**config.mk**
```make
export PLATFORM = sky130hd
export DESIGN_NAME = gci_top
export DESIGN_NICKNAME = d
export VERILOG_FILES = /design/src/design/gci_pkg.sv /design/src/design/gci_req_if.sv /design/src/design/gci_pin_bank.sv /design/src/design/gci_link_shift.sv /design/src/design/gci_top.sv
export SDC_FILE = /design/constraint.sdc
export NUM_CORES = 1
export LEC_CHECK = 0
export BUFFER_PORTS_ARGS = -buffer_cell sky130_fd_sc_hd__buf_2
export CELL_PAD_IN_SITES_DETAIL_PLACEMENT = 1
export CELL_PAD_IN_SITES_GLOBAL_PLACEMENT = 1
export CORE_UTILIZATION = 45
export DETAILED_ROUTE_END_ITERATION = 7
export PLACE_DENSITY = 0.83
export SKIP_CTS_REPAIR_TIMING = 1
export SYNTH_ARGS = -nofsm -noshare
export SYNTH_HDL_FRONTEND = slang
export SYNTH_SLANG_ARGS = --single-unit
```
**constraint.sdc**
```tcl
create_clock -name clk -period 3.56 [get_ports clk]
set_input_delay 0.178 -clock clk [delete_from_list [all_inputs] [get_ports clk]]
set_output_delay 0.178 -clock clk [all_outputs]
set_load 0.1 [all_outputs]
```
**src/design/gci_pkg.sv**
```systemverilog
// Package of constants for the pin command interpreter
package gci_pkg;
	// ---------------------------------------------------------------
	// Frame shape
	// ---------------------------------------------------------------
	localparam int GCI_CMD_BYTES = 9;
	localparam int GCI_RSP_BYTES = 5;
	localparam int GCI_PARAM_BYTES = 4;
	// ---------------------------------------------------------------
	// Command codes and answers
	// ---------------------------------------------------------------
	localparam logic [7:0] GCI_GET_FUNC = 8'h10;
	localparam logic [7:0] GCI_GET_DIR = 8'h11;
	localparam logic [7:0] GCI_GET_LEVEL = 8'h12;
	localparam logic [7:0] GCI_GET_STATE = 8'h13;
	localparam logic [7:0] GCI_SET_DIR = 8'h19;
	localparam logic [7:0] GCI_SET_LEVEL = 8'h1A;
	localparam logic [7:0] GCI_SET_STATE = 8'h1B;
	localparam logic [7:0] GCI_BAD_CMD = 8'hFF;
	// ---------------------------------------------------------------
	// Defaults
	// ---------------------------------------------------------------
	localparam int GCI_NPINS = 3;
	localparam logic [31:0] GCI_UNDEF_BITS = 32'h0000_0000;
	// Command kinds seen by the byte link's sequencer
	typedef enum {GCI_K_READ, GCI_K_WRITE, GCI_K_BAD} gci_kind_e;
endpackage : gci_pkg

```
**src/design/gci_req_if.sv**
```systemverilog
// Interface carrying one decoded command and its reply word
`timescale 1ns/1ps
interface gci_req_if;
	logic req;
	logic [7:0] cmd;
	logic [31:0] mask;
	logic [31:0] value;
	logic done;
	logic [31:0] result;
	modport asm_side (output req, output cmd, output mask, output value,
		input done, input result);
	modport exe_side (input req, input cmd, input mask, input value,
		output done, output result);
endinterface : gci_req_if

```
**src/design/gci_pin_bank.sv**
```systemverilog
// Pin state bank: direction, level and state per pin, with pad logic
`timescale 1ns/1ps
module gci_pin_bank
	import gci_pkg::*;
#(
	parameter int NPINS = GCI_NPINS
) (
	input wire logic clk,
	input wire logic nrst,
	gci_req_if.exe_side rq,
	input wire logic boot_load,
	input wire logic [NPINS-1:0] boot_func,
	input wire logic [NPINS-1:0] boot_dir,
	input wire logic [NPINS-1:0] boot_level,
	input wire logic [NPINS-1:0] pin_in,
	output logic [NPINS-1:0] pin_out,
	output logic [NPINS-1:0] pin_oe
);
	// ---------------------------------------------------------------
	// Volatile pin state
	// ---------------------------------------------------------------
	// Parameters are four bytes wide, so no more than 32 pins fit
	if (NPINS < 1 || NPINS > 32) begin : g_bad_npins
		$error("NPINS must be 1..32");
	end
	logic [NPINS-1:0] func_r;
	logic [NPINS-1:0] dir_r;
	logic [NPINS-1:0] level_r;
	logic [NPINS-1:0] state_r;
	logic [NPINS-1:0] wmask;
	logic [NPINS-1:0] wval;
	logic [NPINS-1:0] in_state;
	logic [NPINS-1:0] cur_state;
	logic [31:0] rd_word;
	// Only pins in general purpose use may be written
	assign wmask = rq.mask[NPINS-1:0] & func_r;
	assign wval = rq.value[NPINS-1:0];
	// Inputs translate through the active level
	assign in_state = pin_in ^ level_r;
	assign cur_state = (dir_r & state_r) | (~dir_r & in_state);
	// Function map comes from reset (all general purpose) or the boot configuration, never a command
	always_ff @(posedge clk or negedge nrst) begin
		if (!nrst) begin
			func_r <= '1;
		end else if (boot_load) begin
			func_r <= boot_func;
		end
	end
	// Directions: reset to inputs, boot reload, masked write
	always_ff @(posedge clk or negedge nrst) begin
		if (!nrst) begin
			dir_r <= '0;
		end else if (boot_load) begin
			dir_r <= boot_dir;
		end else if (rq.req && rq.cmd == GCI_SET_DIR) begin
			dir_r <= (dir_r & ~wmask) | (wval & wmask);
		end
	end
	// Active levels: reset to active low
	always_ff @(posedge clk or negedge nrst) begin
		if (!nrst) begin
			level_r <= '1;
		end else if (boot_load) begin
			level_r <= boot_level;
		end else if (rq.req && rq.cmd == GCI_SET_LEVEL) begin
			level_r <= (level_r & ~wmask) | (wval & wmask);
		end
	end
	// Output states: inactive after reset
	always_ff @(posedge clk or negedge nrst) begin
		if (!nrst) begin
			state_r <= '0;
		end else if (boot_load) begin
			state_r <= '0;
		end else if (rq.req && rq.cmd == GCI_SET_STATE) begin
			state_r <= (state_r & ~wmask) | (wval & wmask);
		end
	end
	// Read word: values are those after any write, bits of dedicated pins
	// read as a fixed filler since their value is undefined
	always_comb begin
		rd_word = GCI_UNDEF_BITS;
		unique case (rq.cmd)
			GCI_GET_FUNC: rd_word[NPINS-1:0] = func_r;
			GCI_GET_DIR, GCI_SET_DIR: rd_word[NPINS-1:0] = dir_r;
			GCI_GET_LEVEL, GCI_SET_LEVEL: rd_word[NPINS-1:0] = level_r;
			GCI_GET_STATE, GCI_SET_STATE: rd_word[NPINS-1:0] = cur_state;
			default: rd_word = GCI_UNDEF_BITS;
		endcase
		if (rq.cmd != GCI_GET_FUNC) begin
			rd_word[NPINS-1:0] = rd_word[NPINS-1:0] & func_r;
		end
	end
	// Answer one cycle after the request so writes are already visible
	always_ff @(posedge clk or negedge nrst) begin
		if (!nrst) begin
			rq.done <= 1'b0;
		end else begin
			rq.done <= rq.req;
		end
	end
	assign rq.result = rd_word;
	// Pad drive: only general purpose outputs are driven
	always_ff @(posedge clk or negedge nrst) begin
		if (!nrst) begin
			pin_out <= '0;
			pin_oe <= '0;
		end else begin
			pin_out <= state_r ^ level_r;
			pin_oe <= dir_r & func_r;
		end
	end
endmodule : gci_pin_bank

```
**src/design/gci_link_shift.sv**
```systemverilog
// Byte shifter: assembles nine-byte commands, serialises replies
`timescale 1ns/1ps
module gci_link_shift
	import gci_pkg::*;
(
	input wire logic clk,
	input wire logic nrst,
	input wire logic enable,
	input wire logic rx_valid,
	input wire logic [7:0] rx_data,
	output logic rx_ready,
	output logic tx_valid,
	output logic [7:0] tx_data,
	output logic tx_last,
	input wire logic tx_ready,
	gci_req_if.asm_side rq
);
	// ---------------------------------------------------------------
	// Sequencer
	// ---------------------------------------------------------------
	typedef enum {GCI_S_RX, GCI_S_EXEC, GCI_S_WAIT, GCI_S_TX} gci_state_e;
	gci_state_e st_r;
	logic [3:0] cnt_r;
	logic [7:0] cmd_r;
	logic [31:0] p1_r;
	logic [31:0] p2_r;
	logic [31:0] rsp_r;
	logic [2:0] rsp_len_r;
	localparam logic [3:0] LAST_RX = 4'(GCI_CMD_BYTES - 1);
	localparam logic [2:0] RSP_FULL = 3'(GCI_RSP_BYTES);

	// Classify the command byte
	function automatic gci_kind_e kind_of(input logic [7:0] c);
		unique case (c)
			GCI_GET_FUNC, GCI_GET_DIR, GCI_GET_LEVEL,
				GCI_GET_STATE: kind_of = GCI_K_READ;
			GCI_SET_DIR, GCI_SET_LEVEL,
				GCI_SET_STATE: kind_of = GCI_K_WRITE;
			default: kind_of = GCI_K_BAD;
		endcase
	endfunction : kind_of

	// Byte intake; one command in flight keeps replies in order
	always_ff @(posedge clk or negedge nrst) begin
		if (!nrst) begin
			st_r <= GCI_S_RX;
			cnt_r <= '0;
			cmd_r <= '0;
			p1_r <= '0;
			p2_r <= '0;
			rsp_r <= '0;
			rsp_len_r <= '0;
		end else begin
			unique case (st_r)
				GCI_S_RX: begin
					if (!enable) begin
						cnt_r <= '0;
					end else if (rx_valid) begin
						// Little-endian: first byte holds pins 0..7
						if (cnt_r == 4'd0) begin
							cmd_r <= rx_data;
						end else if (cnt_r <= 4'd4) begin
							p1_r <= {rx_data, p1_r[31:8]};
						end else begin
							p2_r <= {rx_data, p2_r[31:8]};
						end
						if (cnt_r == LAST_RX) begin
							cnt_r <= '0;
							st_r <= GCI_S_EXEC;
						end else begin
							cnt_r <= cnt_r + 4'd1;
						end
					end
				end
				GCI_S_EXEC: begin
					if (kind_of(cmd_r) == GCI_K_BAD) begin
						rsp_len_r <= 3'd1;
						st_r <= GCI_S_TX;
					end else begin
						st_r <= GCI_S_WAIT;
					end
				end
				GCI_S_WAIT: begin
					if (rq.done) begin
						rsp_r <= rq.result;
						rsp_len_r <= RSP_FULL;
						st_r <= GCI_S_TX;
					end
				end
				GCI_S_TX: begin
					if (tx_ready) begin
						if (cnt_r == 4'(rsp_len_r - 3'd1)) begin
							cnt_r <= '0;
							st_r <= GCI_S_RX;
						end else begin
							cnt_r <= cnt_r + 4'd1;
						end
						if (cnt_r != 4'd0) begin
							rsp_r <= {8'h00, rsp_r[31:8]};
						end
					end
				end
			endcase
		end
	end
	// Reply byte: echoed command then parameter bytes low first, or GCI_BAD_CMD alone for a bad code
	assign tx_valid = (st_r == GCI_S_TX);
	assign tx_data = (rsp_len_r == 3'd1) ? GCI_BAD_CMD :
		(cnt_r == 4'd0) ? cmd_r : rsp_r[7:0];
	assign tx_last = (st_r == GCI_S_TX) && (cnt_r == 4'(rsp_len_r - 3'd1));
	assign rx_ready = (st_r == GCI_S_RX) && enable;
	// Request pulses once; parameter 2 is unused by reads
	assign rq.req = (st_r == GCI_S_EXEC) && (kind_of(cmd_r) != GCI_K_BAD);
	assign rq.cmd = cmd_r;
	assign rq.mask = (kind_of(cmd_r) == GCI_K_WRITE) ? p1_r : '0;
	assign rq.value = (kind_of(cmd_r) == GCI_K_WRITE) ? p2_r : '0;
endmodule : gci_link_shift

```
**src/design/gci_top.sv**
```systemverilog
// Top of the pin command interpreter: byte link and pin bank
`timescale 1ns/1ps
module gci_top
	import gci_pkg::*;
#(
	parameter int NPINS = GCI_NPINS
) (
	input wire logic clk,
	input wire logic nrst,
	input wire logic ctl_enable,
	input wire logic boot_load,
	input wire logic [NPINS-1:0] boot_func,
	input wire logic [NPINS-1:0] boot_dir,
	input wire logic [NPINS-1:0] boot_level,
	input wire logic rx_valid,
	input wire logic [7:0] rx_data,
	output logic rx_ready,
	output logic tx_valid,
	output logic [7:0] tx_data,
	output logic tx_last,
	input wire logic tx_ready,
	input wire logic [NPINS-1:0] pin_in,
	output logic [NPINS-1:0] pin_out,
	output logic [NPINS-1:0] pin_oe
);
	// ---------------------------------------------------------------
	// Transport-neutral byte link feeds the pin bank
	// ---------------------------------------------------------------
	gci_req_if rq ();
	// One byte stream for both transports; framing is the caller's job
	gci_link_shift u_link (
		.clk(clk),
		.nrst(nrst),
		.enable(ctl_enable),
		.rx_valid(rx_valid),
		.rx_data(rx_data),
		.rx_ready(rx_ready),
		.tx_valid(tx_valid),
		.tx_data(tx_data),
		.tx_last(tx_last),
		.tx_ready(tx_ready),
		.rq(rq.asm_side)
	);
	gci_pin_bank #(.NPINS(NPINS)) u_bank (
		.clk(clk),
		.nrst(nrst),
		.rq(rq.exe_side),
		.boot_load(boot_load),
		.boot_func(boot_func),
		.boot_dir(boot_dir),
		.boot_level(boot_level),
		.pin_in(pin_in),
		.pin_out(pin_out),
		.pin_oe(pin_oe)
	);
endmodule : gci_top

```
==> flow_metrics.py <==
metrics = {
    "status": {
        "failed_checks": "hold timing",
        "status": "complete, but fails checks",
    },
    "critical_path": {
        "r2r-start": "u_link.cnt_r[1]$_DFFE_PN0P_",
        "cp_top_family": "buffers and inverters",
        "crit_path_top_delay_cell": "dfrtp_1",
        "r2r_setup_slack_ns": 1.11,
        "critPathKind": "flop to output pin",
        "end_kind": "output pin",
        "rr_worst_depth": 5,
        "start_kind": "flop",
        "crit_path_max_fanout": 11,
        "cp_num_cells": 7,
        "worstPathArrival_ns": 2.39,
        "worst-path-buf-inv": 3,
        "critPathRequiredTime_ns": 3.38,
        "timing.critical_path.from": "u_link.cnt_r[1]$_DFFE_PN0P_",
        "endpoint": "tx_data[0]",
        "reg2reg_to": "u_link.p2_r[17]$_DFFE_PN0P_",
        "slowest_delay_ns": 0.43,
        "path_cells": "inv_1 > ha_1 > nor3b_1 > buf_4 > nor2_1 > a211o_1 > buf_2",
    },
    "synth": {
        "synth-xor-area-share_pct": 2.22,
        "synth_nets": 305,
        "synth.ff_latch_count": 62,
        "synth_adder_area_share_pct": 3.17,
        "synth_top_family_by_area": "multiplexers",
        "ys.flop_type": "dfrtp_1",
        "synth_mux_area_share_pct": 16.7,
        "synth_simple_gate_area_share_pct": 14.0,
        "syn-instance-count": 271,
        "yosys_warnings": 0,
        "yosysSeqAreaShare_pct": 49.4,
        "avgSynthCellArea_um2": 11.6,
        "synth_edf_count": 0,
        "synth_compound_area_share_pct": 10.5,
        "syn_area_um2": 3160,
        "synth_cell_type_count": 51,
        "async_flop_share_pct": 100,
    },
    "finish": {
        "fin_area_um2": 3600,
        "drive_gt1_share_pct": 36.1,
        "area_growth_pct": 14.0,
        "layout.cells.non_filler": 415,
        "antenna_cells": 0,
        "fin_nets": 348,
        "fillers": 756,
    },
    "power": {
        "irDropWorstVdd_mv": 0.417,
        "p_clk_share_pct": 19.9,
        "seqPwrFrac_pct": 38.5,
        "p_comb_share_pct": 41.6,
        "p_leak_uw": 0.00170,
        "p_int_uw": 1540,
        "power_density_nw_per_um2": 760,
        "p_sw_share_pct": 43.5,
        "p_sw_uw": 1190,
    },
    "timing": {
        "min_period_ns": 2.57,
        "setup_viol": 0,
        "rsz0062_at_grt": "false",
        "post-route-period-util_pct": 72.2,
        "skew_ns": 0.0126,
        "relSlewSlack_pct": 21.1,
        "hold_viol": 30,
        "setup_tns_ns": 0,
        "slew_viol_final": 0,
        "hold_ws_ns": -0.0307,
        "fmax_mhz": 389,
        "tightest_slew_ns": 1.18,
    },
    "drt": {
        "antenna_left": 0,
        "wirelength_um": 7470,
        "drc": 0,
        "drt_iter0_drc": 135,
        "wl_per_cell_um": 18.0,
        "routed_via_density": 5.42,
        "vias": 2250,
        "first_pass_iters": 6,
    },
    "place": {
        "gp_congestion": 0.854,
        "place_area_um2": 3430,
        "dp_hpwl_um": 5340,
        "io_buffers": 42,
        "placed_cells": 399,
    },
    "clock_tree": {
        "h-tree-depth": 3,
        "path_clk_slew_ns": 0.07,
        "cts_num_sinks": 62,
        "cts_buffers": 9,
        "cts_tree": "built",
        "cts.root.buffer_cell": "clkbuf_8",
        "cts_buffer_depth": 2,
        "worst_skew_pair.late_latency_ns": 0.34,
    },
    "floorplan": {
        "io_pins": 43,
        "die_h_um": 85.7,
        "die_w_um": 85.7,
        "start_util_pct": 46.4,
        "coreArea_um2": 6790,
        "die_area_um2": 7350,
        "floorplan.rows": 30,
    },
    "grt": {
        "grt_start_max_net_pins": 41,
        "grt_pass1_vias": 2374,
        "overflow": 0,
        "grt_pass1_wl_um": 12200,
        "grt.total_usage_pct": 22.0,
        "grt_antenna_before_repair": 0,
    },
    "min_path": {
        "hold_path_class": "input port to async pin",
    },
    "run": {
        "maxCapViolations": 0,
    },
}
## state kept, by name, summed over array words and instances, names as in the netlist, named ones only
signal and flops:
u_link.cnt_r 4, u_link.st_r 2, u_bank.rq.done 1, u_link.rsp_r 3, u_link.rq.cmd 8, u_link.p2_r 12, u_bank.pin_oe 3, u_bank.state_r 3
u_link.rsp_len_r 2, u_bank.pin_out 3, u_link.p1_r 12, u_bank.func_r 3
## area by class of cell
type | count | area [um2] | share of cell area [%]
multi-input cells | 183 | 1470 | 40.9
repair buffers | 44 | 225 | 6.26
inverters | 14 | 52.6 | 1.46
flip-flops and latches | 62 | 1560 | 43.4
well taps | 96 | 120 | 3.34
clock buffers | 12 | 145 | 4.04
clock inverters | 4 | 23.8 | 0.661
## worst min path at each step
stage	from	cells past startpoint	end
finish	nrst	1	u_bank.rq.done$_DFF_PN0_
global route	nrst	1	u_bank.rq.done$_DFF_PN0_
global placement	nrst	1	u_link.st_r[0]$_DFFE_PN0P_
CTS	nrst	1	u_bank.rq.done$_DFF_PN0_
floorplan	nrst	0	async pin
detailed placement	nrst	1	u_bank.rq.done$_DFF_PN0_
## layout by cell type, fill, tap and decap left out, drive strengths merged, types with 2 or more instances in the layout
cell type	Yosys	layout
dfrtp	56	56
mux2	46	46
buf	11	44
inv	14	14
clkbuf	1	12
nor2	11	11
o21ai	11	11
nand2	11	11
and2	10	10
nand4	9	9
nand3	8	8
ha	8	8
a21o	6	6
xor2	6	6
dfstp	6	6
and3	5	5
nor2b	5	5
a211oi	5	5
a211o	4	4
a21oi	4	4
clkinv	0	4
o211ai	3	3
nor3b	3	3
xnor2	2	2
o211a	2	2
o32ai	2	2
o21a	2	2
and2b	2	2
nand3b	2	2
## power by group through the flow
stage	clock (uW)	sequential, uW	combinational (uW)
finish	542	1050	1140
global placement	0	1040	1090
detailed placement	0	1060	1130
CTS	555	1050	1140
global route	580	1080	1230
floorplan	0	1020	910
## metal layers
metal | track usage (%) | vias up | wire length (um)
met4 | 8.48 | 0 | 157
met2 | 36.7 | 53 | 3660
li1 | - | 1057 | -
met5 | 0 | - | 0
met3 | 4.52 | 14 | 274
met1 | 28.2 | 1126 | 3370
## cell families after synthesis
| family | Yosys count |
|---|---|
| simple gates | 74 |
| flops | 62 |
| mux | 47 |
| compound gates | 46 |
| buf+inv | 26 |
| xor+xnor | 8 |
| fa+ha+maj | 8 |
## metrics by stage
stage / worst slack, ns / util (%) / power, uW
after global placement: 1.22 / 50.4 / 2130
after detailed placement: 1.15 / 50.4 / 2190
final: 0.988 / 52.9 / 2730
after CTS: 0.967 / 52.9 / 2750
after floorplan: 1.10 / - / 1930
after global routing: 0.839 / 52.9 / 2890
## cells in the mapped netlist (all sizes together), types with 2 or more instances
cell type | count | area, um2
nand2 | 11 | 41.3
a211oi | 5 | 42.5
and3 | 5 | 31.3
a21oi | 4 | 20.0
dfrtp | 56 | 1400
dfstp | 6 | 158
o32ai | 2 | 17.5
o21a | 2 | 15.0
buf | 11 | 70.1
mux2 | 46 | 518
o211a | 2 | 20.0
inv | 14 | 52.6
nor3b | 3 | 27.5
o211ai | 3 | 22.5
and2b | 2 | 15.0
xnor2 | 2 | 17.5
nand3b | 2 | 15.0
a211o | 4 | 35.0
nand3 | 8 | 40.0
and2 | 10 | 63.8
nor2b | 5 | 31.3
o21ai | 11 | 55.1
ha | 8 | 100
xor2 | 6 | 52.6
nand4 | 9 | 56.3
a21o | 6 | 45.0
nor2 | 11 | 41.3
Power figures use the tool's default switching activity.
